**src/pfd_pkg.sv**
```systemverilog
// Constants and types for the power-fail deceleration controller
package pfd_pkg;
    localparam int CLK_PERIOD_PS = 4000;
    localparam int TICK_NS = 1000;
    localparam int TICK_CYC = (TICK_NS * 1000) / CLK_PERIOD_PS;
    localparam logic [1:0] MODE_COAST = 2'h0;
    localparam logic [1:0] MODE_STOP = 2'h1;
    localparam logic [1:0] MODE_CONT = 2'h2;
    localparam logic [15:0] RESTART_OFF = 16'h270f;
    localparam logic [7:0] CODE_POS = 8'h2e;
    localparam logic [7:0] CODE_NEG = 8'h92;
    localparam logic [7:0] REG_CTRL = 8'h00;
    localparam logic [7:0] REG_RESTART = 8'h04;
    localparam logic [7:0] REG_SETFREQ = 8'h08;
    localparam logic [7:0] REG_STEPS = 8'h0c;
    localparam logic [7:0] REG_TERM = 8'h10;
    localparam logic [7:0] REG_STATUS = 8'h14;
    localparam logic [7:0] REG_IRQ_STAT = 8'h18;
    localparam logic [7:0] REG_IRQ_CLR = 8'h1c;
    localparam logic [7:0] REG_IRQ_EN = 8'h20;
    localparam logic [15:0] SETFREQ_RST = 16'h0000;
    localparam logic [23:0] STEPS_RST = 24'h01_0101;
    localparam int ACC_LSB = 0;
    localparam int DEC_LSB = 8;
    localparam int PFS_LSB = 16;
    localparam int TERMC_LSB = 8;
    localparam int ST_STATE_LSB = 16;
    localparam int ST_FLAG_BIT = 19;
    localparam int ST_REV_BIT = 20;
    localparam int IRQ_W = 4;
    localparam int EV_DECEL = 0;
    localparam int EV_PFSTOP = 1;
    localparam int EV_RESTORE = 2;
    localparam int EV_COAST = 3;
    typedef enum logic [2:0] {
        ST_STOP,
        ST_RUN,
        ST_PF_DECEL,
        ST_PF_STOP,
        ST_COAST
    } pfd_state_t;
endpackage

```
**src/pfd_ramp.sv**
```systemverilog
// Output frequency ramp toward a target with a fixed step per tick
`timescale 1ns/1ps
`default_nettype none
module pfd_ramp #(
    parameter int FREQ_W = 16
) (
    input wire logic clk_i,
    input wire logic rst_i,
    input wire logic ce_i,
    input wire logic tick_i,
    input wire logic zero_i,
    input wire logic [FREQ_W-1:0] target_i,
    input wire logic [7:0] step_i,
    output logic [FREQ_W-1:0] freq_o
);
    logic [FREQ_W-1:0] ext;
    logic [FREQ_W:0] up;
    logic [FREQ_W-1:0] gap;

    // Step widened, sum and distance to target
    always_comb begin
        ext = FREQ_W'(step_i);
        up = {1'b0, freq_o} + {1'b0, ext};
        gap = freq_o - target_i;
    end

    // Move one step per tick, never past the target
    always_ff @(posedge clk_i) begin
        if (rst_i) begin
            freq_o <= '0;
        end else if (ce_i) begin
            if (zero_i) begin
                freq_o <= '0;
            end else if (tick_i) begin
                if (freq_o < target_i) begin
                    if (up > {1'b0, target_i}) begin
                        freq_o <= target_i;
                    end else begin
                        freq_o <= up[FREQ_W-1:0];
                    end
                end else if (freq_o > target_i) begin
                    if (gap < ext) begin
                        freq_o <= target_i;
                    end else begin
                        freq_o <= freq_o - ext;
                    end
                end
            end
        end
    end
endmodule
`default_nettype wire

```
**src/pfd_ctrl.sv**
```systemverilog
// Power-fail deceleration sequencer with Wishbone registers
`timescale 1ns/1ps
`default_nettype none
module pfd_ctrl #(
    parameter int FREQ_W = 16,
    parameter int TICK_DIV = pfd_pkg::TICK_CYC
) (
    input wire logic clk_i,
    input wire logic rst_i,
    input wire logic ce_i,
    input wire logic wb_cyc_i,
    input wire logic wb_stb_i,
    input wire logic wb_we_i,
    input wire logic [7:0] wb_adr_i,
    input wire logic [3:0] wb_sel_i,
    input wire logic [31:0] wb_dat_i,
    output logic [31:0] wb_dat_o,
    output logic wb_ack_o,
    input wire logic undervoltage_i,
    input wire logic power_loss_i,
    input wire logic forward_start_cmd_i,
    input wire logic reverse_start_cmd_i,
    input wire logic tripped_i,
    output logic output_shutoff_o,
    output logic [FREQ_W-1:0] freq_o,
    output logic reverse_o,
    output logic power_fail_decel_flag_o,
    output logic term_a_o,
    output logic term_c_o,
    output logic irq_o
);
    generate
        if (FREQ_W < 8 || FREQ_W > 16) begin : g_bad_w
            $error("FREQ_W must lie in 8..16");
        end
        if (TICK_DIV < 1 || TICK_DIV > 65535) begin : g_bad_div
            $error("TICK_DIV must lie in 1..65535");
        end
    endgenerate

    pfd_pkg::pfd_state_t state;
    pfd_pkg::pfd_state_t next_state;
    logic [1:0] stop_select;
    logic [15:0] restart_set;
    logic [FREQ_W-1:0] set_freq;
    logic [23:0] steps;
    logic [7:0] term_sel_a;
    logic [7:0] term_sel_c;
    logic [pfd_pkg::IRQ_W-1:0] irq_stat;
    logic [pfd_pkg::IRQ_W-1:0] irq_en;
    logic [pfd_pkg::IRQ_W-1:0] irq_clr;
    logic [pfd_pkg::IRQ_W-1:0] events;
    logic [pfd_pkg::IRQ_W-1:0] next_irq_stat;
    logic fail_q;
    logic fail_d;
    logic start_lock;
    logic [15:0] tick_cnt;
    logic tick;
    logic cmd;
    logic auto_restart;
    logic next_flag;
    logic wr;
    logic rd;
    logic [31:0] wmask;
    logic [31:0] status_word;
    logic [FREQ_W-1:0] ramp_target;
    logic [7:0] ramp_step;
    logic ramp_zero;

    // Bus strobes and byte-lane mask
    always_comb begin
        wr = wb_cyc_i && wb_stb_i && wb_we_i && !wb_ack_o && ce_i;
        rd = wb_cyc_i && wb_stb_i && !wb_we_i && !wb_ack_o && ce_i;
        wmask = {{8{wb_sel_i[3]}}, {8{wb_sel_i[2]}},
                 {8{wb_sel_i[1]}}, {8{wb_sel_i[0]}}};
    end

    function automatic logic [31:0] merge(input logic [31:0] old,
                                          input logic [31:0] dat,
                                          input logic [31:0] m);
        merge = (old & ~m) | (dat & m);
    endfunction

    // Combined start command and auto restart selection
    always_comb begin
        cmd = forward_start_cmd_i || reverse_start_cmd_i;
        auto_restart = (restart_set != pfd_pkg::RESTART_OFF);
    end

    // Supply loss sampled as one event
    always_ff @(posedge clk_i) begin
        if (rst_i) begin
            fail_q <= 1'b0;
            fail_d <= 1'b0;
        end else if (ce_i) begin
            fail_q <= undervoltage_i || power_loss_i;
            fail_d <= fail_q;
        end
    end

    // Ramp tick prescaler
    always_ff @(posedge clk_i) begin
        if (rst_i) begin
            tick_cnt <= 16'h0000;
            tick <= 1'b0;
        end else if (ce_i) begin
            if (tick_cnt == 16'(TICK_DIV - 1)) begin
                tick_cnt <= 16'h0000;
                tick <= 1'b1;
            end else begin
                tick_cnt <= tick_cnt + 16'h0001;
                tick <= 1'b0;
            end
        end
    end

    // Power-up start lock, released once the command is seen off
    always_ff @(posedge clk_i) begin
        if (rst_i) begin
            start_lock <= 1'b1;
        end else if (ce_i && !cmd) begin
            start_lock <= 1'b0;
        end
    end

    // Sequencer next state
    always_comb begin
        next_state = state;
        case (state)
            pfd_pkg::ST_STOP: begin
                // Loss while stopped is ignored
                if (!fail_q && !tripped_i && cmd) begin
                    if (!(start_lock && stop_select == pfd_pkg::MODE_STOP)) begin
                        next_state = pfd_pkg::ST_RUN;
                    end
                end
            end
            pfd_pkg::ST_RUN: begin
                if (tripped_i) begin
                    next_state = pfd_pkg::ST_STOP;
                end else if (fail_q) begin
                    if (stop_select == pfd_pkg::MODE_CONT) begin
                        // Command already dropped: stay on the normal ramp down
                        if (cmd) begin
                            next_state = pfd_pkg::ST_PF_DECEL;
                        end
                    end else if (auto_restart) begin
                        next_state = pfd_pkg::ST_COAST;
                    end else if (stop_select == pfd_pkg::MODE_STOP) begin
                        next_state = pfd_pkg::ST_PF_DECEL;
                    end else begin
                        next_state = pfd_pkg::ST_COAST;
                    end
                end else if (!cmd && freq_o == '0) begin
                    next_state = pfd_pkg::ST_STOP;
                end
            end
            pfd_pkg::ST_PF_DECEL: begin
                if (tripped_i) begin
                    next_state = pfd_pkg::ST_STOP;
                end else if (stop_select == pfd_pkg::MODE_CONT && !cmd) begin
                    next_state = pfd_pkg::ST_RUN;
                end else if (stop_select == pfd_pkg::MODE_CONT && !fail_q) begin
                    next_state = pfd_pkg::ST_RUN;
                end else if (freq_o == '0) begin
                    next_state = pfd_pkg::ST_PF_STOP;
                end
            end
            pfd_pkg::ST_PF_STOP: begin
                if (tripped_i) begin
                    next_state = pfd_pkg::ST_STOP;
                end else if (stop_select == pfd_pkg::MODE_CONT) begin
                    if (!fail_q) begin
                        next_state = pfd_pkg::ST_RUN;
                    end
                end else if (!fail_q && !cmd) begin
                    next_state = pfd_pkg::ST_STOP;
                end
            end
            pfd_pkg::ST_COAST: begin
                if (!fail_q) begin
                    next_state = pfd_pkg::ST_STOP;
                end
            end
            default: begin
                next_state = pfd_pkg::ST_STOP;
            end
        endcase
    end

    // State register
    always_ff @(posedge clk_i) begin
        if (rst_i) begin
            state <= pfd_pkg::ST_STOP;
        end else if (ce_i) begin
            state <= next_state;
        end
    end

    // Ramp target, step and forced zero per state
    always_comb begin
        ramp_target = '0;
        ramp_step = steps[pfd_pkg::PFS_LSB +: 8];
        ramp_zero = (state == pfd_pkg::ST_STOP) || (state == pfd_pkg::ST_COAST);
        if (state == pfd_pkg::ST_RUN) begin
            if (cmd) begin
                ramp_target = set_freq;
                ramp_step = steps[pfd_pkg::ACC_LSB +: 8];
            end else begin
                ramp_step = steps[pfd_pkg::DEC_LSB +: 8];
            end
        end
    end

    pfd_ramp #(
        .FREQ_W(FREQ_W)
    ) u_ramp (
        .clk_i(clk_i),
        .rst_i(rst_i),
        .ce_i(ce_i),
        .tick_i(tick),
        .zero_i(ramp_zero),
        .target_i(ramp_target),
        .step_i(ramp_step),
        .freq_o(freq_o)
    );

    // Shutoff, flag, direction and terminal outputs
    always_comb begin
        next_flag = (next_state == pfd_pkg::ST_PF_DECEL) ||
                    (next_state == pfd_pkg::ST_PF_STOP);
    end

    always_ff @(posedge clk_i) begin
        if (rst_i) begin
            output_shutoff_o <= 1'b1;
            power_fail_decel_flag_o <= 1'b0;
            reverse_o <= 1'b0;
            term_a_o <= 1'b0;
            term_c_o <= 1'b0;
        end else if (ce_i) begin
            output_shutoff_o <= (next_state == pfd_pkg::ST_STOP) ||
                                (next_state == pfd_pkg::ST_COAST);
            power_fail_decel_flag_o <= next_flag;
            if (state == pfd_pkg::ST_STOP && next_state == pfd_pkg::ST_RUN) begin
                reverse_o <= !forward_start_cmd_i;
            end
            term_a_o <= (term_sel_a == pfd_pkg::CODE_POS && next_flag) ||
                        (term_sel_a == pfd_pkg::CODE_NEG && !next_flag);
            term_c_o <= (term_sel_c == pfd_pkg::CODE_POS && next_flag) ||
                        (term_sel_c == pfd_pkg::CODE_NEG && !next_flag);
        end
    end

    // Events for sticky status
    always_comb begin
        events = '0;
        events[pfd_pkg::EV_DECEL] = (state != pfd_pkg::ST_PF_DECEL) &&
                                    (next_state == pfd_pkg::ST_PF_DECEL);
        events[pfd_pkg::EV_PFSTOP] = (state != pfd_pkg::ST_PF_STOP) &&
                                     (next_state == pfd_pkg::ST_PF_STOP);
        events[pfd_pkg::EV_RESTORE] = fail_d && !fail_q;
        events[pfd_pkg::EV_COAST] = (state != pfd_pkg::ST_COAST) &&
                                    (next_state == pfd_pkg::ST_COAST);
        irq_clr = '0;
        if (wr && wb_adr_i == pfd_pkg::REG_IRQ_CLR) begin
            irq_clr = wb_dat_i[pfd_pkg::IRQ_W-1:0] & wmask[pfd_pkg::IRQ_W-1:0];
        end
        next_irq_stat = (irq_stat & ~irq_clr) | events;
    end

    // Sticky status and level interrupt, set wins over clear
    always_ff @(posedge clk_i) begin
        if (rst_i) begin
            irq_stat <= '0;
            irq_o <= 1'b0;
        end else if (ce_i) begin
            irq_stat <= next_irq_stat;
            irq_o <= |(next_irq_stat & irq_en);
        end
    end

    // Software-written settings
    always_ff @(posedge clk_i) begin
        if (rst_i) begin
            stop_select <= pfd_pkg::MODE_COAST;
            restart_set <= pfd_pkg::RESTART_OFF;
            set_freq <= FREQ_W'(pfd_pkg::SETFREQ_RST);
            steps <= pfd_pkg::STEPS_RST;
            term_sel_a <= 8'h00;
            term_sel_c <= 8'h00;
            irq_en <= '0;
        end else if (wr) begin
            case (wb_adr_i)
                pfd_pkg::REG_CTRL: begin
                    stop_select <= merge(32'(stop_select), wb_dat_i, wmask)
                                   [1:0];
                end
                pfd_pkg::REG_RESTART: begin
                    restart_set <= merge(32'(restart_set), wb_dat_i, wmask)
                                   [15:0];
                end
                pfd_pkg::REG_SETFREQ: begin
                    set_freq <= merge(32'(set_freq), wb_dat_i, wmask)
                                [FREQ_W-1:0];
                end
                pfd_pkg::REG_STEPS: begin
                    steps <= merge(32'(steps), wb_dat_i, wmask)[23:0];
                end
                pfd_pkg::REG_TERM: begin
                    term_sel_a <= merge(32'(term_sel_a), wb_dat_i, wmask)
                                  [7:0];
                    term_sel_c <= merge(32'(term_sel_c) << pfd_pkg::TERMC_LSB,
                                        wb_dat_i, wmask)
                                  [pfd_pkg::TERMC_LSB +: 8];
                end
                pfd_pkg::REG_IRQ_EN: begin
                    irq_en <= merge(32'(irq_en), wb_dat_i, wmask)
                              [pfd_pkg::IRQ_W-1:0];
                end
                default: begin
                end
            endcase
        end
    end

    // Status word
    always_comb begin
        status_word = 32'(freq_o);
        status_word[pfd_pkg::ST_STATE_LSB +: 3] = state;
        status_word[pfd_pkg::ST_FLAG_BIT] = power_fail_decel_flag_o;
        status_word[pfd_pkg::ST_REV_BIT] = reverse_o;
    end

    // Bus answer one cycle after the request, unmapped reads zero
    always_ff @(posedge clk_i) begin
        if (rst_i) begin
            wb_ack_o <= 1'b0;
            wb_dat_o <= 32'h0000_0000;
        end else if (ce_i) begin
            wb_ack_o <= wb_cyc_i && wb_stb_i && !wb_ack_o;
            wb_dat_o <= 32'h0000_0000;
            if (rd) begin
                case (wb_adr_i)
                    pfd_pkg::REG_CTRL: wb_dat_o <= 32'(stop_select);
                    pfd_pkg::REG_RESTART: wb_dat_o <= 32'(restart_set);
                    pfd_pkg::REG_SETFREQ: wb_dat_o <= 32'(set_freq);
                    pfd_pkg::REG_STEPS: wb_dat_o <= 32'(steps);
                    pfd_pkg::REG_TERM: wb_dat_o <= {16'h0000, term_sel_c, term_sel_a};
                    pfd_pkg::REG_STATUS: wb_dat_o <= status_word;
                    pfd_pkg::REG_IRQ_STAT: wb_dat_o <= 32'(irq_stat);
                    pfd_pkg::REG_IRQ_EN: wb_dat_o <= 32'(irq_en);
                    default: wb_dat_o <= 32'h0000_0000;
                endcase
            end
        end
    end
endmodule
`default_nettype wire

```
**config.mk**
```make
export PLATFORM = sky130hd
export DESIGN_NAME = pfd_ctrl
export DESIGN_NICKNAME = d
export VERILOG_FILES = /design/src/pfd_pkg.sv /design/src/pfd_ramp.sv /design/src/pfd_ctrl.sv
export SDC_FILE = /design/constraint.sdc
export NUM_CORES = 1
export LEC_CHECK = 0
export ABC_AREA = 0
export BUFFER_PORTS_ARGS = -buffer_cell sky130_fd_sc_hd__buf_2
export CAP_MARGIN = 20
export CORE_MARGIN = 10
export CORE_UTILIZATION = 55
export DETAILED_ROUTE_END_ITERATION = 10
export GPL_ROUTABILITY_DRIVEN = 0
export PLACE_DENSITY = 0.79
export SETUP_SLACK_MARGIN = 0.3
export SYNTH_ARGS = -nofsm -noshare
export SYNTH_HDL_FRONTEND = slang
export SYNTH_SLANG_ARGS = --single-unit
```
**constraint.sdc**
```tcl
create_clock -name clk_i -period 8.3 [get_ports clk_i]
set_clock_uncertainty 0.05 [all_clocks]
set_input_delay 0 -clock clk_i [delete_from_list [all_inputs] [get_ports clk_i]]
set_output_delay 0 -clock clk_i [all_outputs]
set_load 0.02 [all_outputs]
```
==> results.sh <==
export IMPL_status="completed"
export IMPL_routed_via_density=6.25
export IMPL_routedWlPerCell_um=19.2
export IMPL_max_slew_margin=0.305
export IMPL_cts_root_buffer="clkbuf_16"
export IMPL_grt_max_degree=111
export IMPL_switching_power_mw=0.405
export IMPL_synth_edf_count=0
export IMPL_ys_warn_count=0
export IMPL_arrival_ps=6310
export IMPL_synth_ff_type="dfxtp_1"
export IMPL_grt_pass1_vias=8829
export IMPL_synthesis_instances=1177
export IMPL_p_int_mw=1.18
export IMPL_drive_above_1_share=0.121
export IMPL_whs_ps=58.4
export IMPL_initial_core_util=0.556
export IMPL_hold_violations=0
export IMPL_cts_tree="built"
export IMPL_cts_resized=0
export IMPL_ys_async_sr_fraction=0
export IMPL_grt_remaining_overflow=0
export IMPL_critPathMaxFanout=22
export IMPL_detailedRoute_firstIterationViolations=975
export IMPL_postRouteAntennaNets=0
export IMPL_vias=9405
export IMPL_antenna_found_initial=0
export IMPL_coreArea_um2=17100
export IMPL_power_frac_comb=0.083
export IMPL_die_height_um=152
export IMPL_met2_usage=0.394
export IMPL_gr_usage_all_layers=0.247
export IMPL_p_leak_nw=4.39
export IMPL_clk_latency_ps=430
export IMPL_fin_nets=1382
export IMPL_worstPathRequired_ps=8570
export IMPL_gr_usage_met3=0.0570
export IMPL_post_route_min_period_ps=6040
export IMPL_cts_sinks=152
export IMPL_numCtsBuffers=17
export IMPL_drc=0
export IMPL_ir_drop_mv=0.157
export IMPL_synth_most_common_cell="nor2_1"
export IMPL_grt_pass1_wl_mm=45.5
export IMPL_area_delta_synth_final_pct=15.3
export IMPL_finalSetupViolCount=0
export IMPL_nFillCells=1469
export IMPL_tightest_slew_ps=1040
export IMPL_hpwl_mm=20.7
export IMPL_max_cap_violations=0
export IMPL_max_clock_freq_mhz=166
export IMPL_avgSynthCellArea_um2=8.08
export IMPL_yosysSeqAreaShare=0.320
export IMPL_synth_area_top_cells="dfxtp_1, ha_1, mux2i_1"
export IMPL_min_path_type="in2reg"
export IMPL_clockBufferDepth=2
export IMPL_switching_share=0.255
export IMPL_critPathLaunchType="flop"
export IMPL_top_level_ports=110
export IMPL_h_tree_depth=4
export IMPL_power_density_nw_per_um2=145
export IMPL_fin_setup_tns_ps=0
export IMPL_die_area_um2=23000
export IMPL_portBuffers=92
export IMPL_drt_total_wl_mm=29.0
export IMPL_multi_input_area_um2=6040
export IMPL_endpoint_kind="flop"
export IMPL_critical_path_class="reg2reg"
export IMPL_power_frac_seq=0.465
export IMPL_slew_violations=0
export IMPL_post_route_period_util=0.728
export IMPL_n_antenna_cell=0
export IMPL_clkSlewWorstSetupHoldPaths_ps=60
export IMPL_synth_top_area_frac=0.320
export IMPL_clockPowerShare=0.452
export IMPL_core_rowCount=48
export IMPL_yosys_top_cells_count="nor2_1, dfxtp_1, nand2_1"
export IMPL_ys_ff_latch=152
export IMPL_die_w_um=152
export IMPL_rsz0062_at_grt="false"
export IMPL_drt_first_pass_iters=11
export IMPL_syn_area_um2=9510
export IMPL_grtUsageMet1=0.317
export IMPL_seqCellArea_um2=3040
export IMPL_top_usage_layer="met2"
export IMPL_synth_largest_area_cell="dfxtp_1"
export IMPL_synthDistinctLibCells=73
## metrics by stage
step | total power, mW | worst slack [ps] | instance area [µm²] | std cells | utilization
after floorplan | 0.829 | 2610 | 9540 | 1184 | -
after global placement | 0.865 | 2490 | 10100 | 1437 | 0.588
after detailed placement | 0.867 | 2470 | 10100 | 1437 | 0.588
after CTS | 1.58 | 2410 | 10900 | 1503 | 0.639
after global routing | 1.63 | 1850 | 11000 | 1505 | 0.641
final | 1.59 | 2260 | 11000 | 1505 | 0.641
## critical path, cell delays in order, from the launching register on
cell and delay (ps):
dfxtp_1 490, nor3b_2 210, buf_4 270, and2_1 570, nand2_1 270, ha_1 440, o211ai_1 130, a21oi_2 270
o21ai_0 180, nor2b_1 170, xnor2_1 120, ha_1 320, a21boi_0 160, nor4_1 270, o211ai_1 110, or4_1 430
nor4_2 340, a21oi_1 110, buf_4 210, nor2_1 400, nand2_1 110, a32o_1 270
## power by group through the flow
stage / Clock [mW] / Sequential (mW) / Combinational (mW)
final: 0.717 / 0.738 / 0.131
after global routing: 0.751 / 0.738 / 0.142
after CTS: 0.719 / 0.738 / 0.126
after detailed placement: 0 / 0.754 / 0.113
after global placement: 0 / 0.754 / 0.111
after floorplan: 0 / 0.753 / 0.0759
## per-layer routing
| metal | up-vias | share of wire |
|---|---|---|
| met5 | - | 0 |
| met4 | 0 | 0.028 |
| met3 | 68 | 0.093 |
| met2 | 466 | 0.46 |
| met1 | 4424 | 0.41 |
| li1 | 4447 | - |
## cells in the final DEF, fill, tap and decap left out, types with 16 or more instances in the layout
cell	Yosys	routed
a211oi_1	16	16
a21oi_1	79	79
a222oi_1	19	19
a22oi_1	40	40
and3_1	20	20
buf_2	4	91
clkbuf_16	0	17
dfxtp_1	152	152
dlygate4sd3_1	0	34
ha_1	57	57
inv_1	36	36
mux2i_1	69	69
nand2_1	127	127
nand3_1	22	22
nor2_1	156	156
nor2b_1	17	17
nor3_1	23	23
o21ai_0	33	33
xnor2_1	24	24
xor2_1	20	20
## timing repair
action | 4_1_cts | 5_1_grt
hold buffers | 34 | 0
setup endpoints to repair | 0 | 0
endpoints found under the hold margin | 95 | 0
setup buffers | 0 | 0
## area by class of cell
type	count	share of cell area
sequential	152	0.277
timing repair buffer	141	0.0853
inverter	36	0.0123
multi-input combinational	919	0.550
clock inverter	10	0.00650
clock buffer	22	0.0423
tap	225	0.0257
## cell families (layout without fill, tap and decap cells)
group                    Yosys count  count (layout)  share of synthesized area
XOR/XNOR                          44              44                     0.0405
adder cells (fa/ha/maj)           60              60                     0.0813
AO/OA/AOI/OAI                    289             289                      0.211
buffers and inverters            113             209                     0.0491
AND/OR/NAND/NOR                  449             449                      0.225
other                              1               8                   0.000394
flip-flops                       152             152                      0.320
multiplexers                      69              69                     0.0726
## path summary, 6_finish.rpt
path                               start               end  slack (ps)  cells after the start
worst max-delay path            state[0]  u_ramp.freq_o[2]        2260                     21
worst min-delay path                ce_i  output_shutoff_o          60                      3
worst max register to register  state[0]  u_ramp.freq_o[2]        2260                     21
worst min register to register  term_a_o          term_a_o         420                      2
Power figures use the tool's default switching activity.
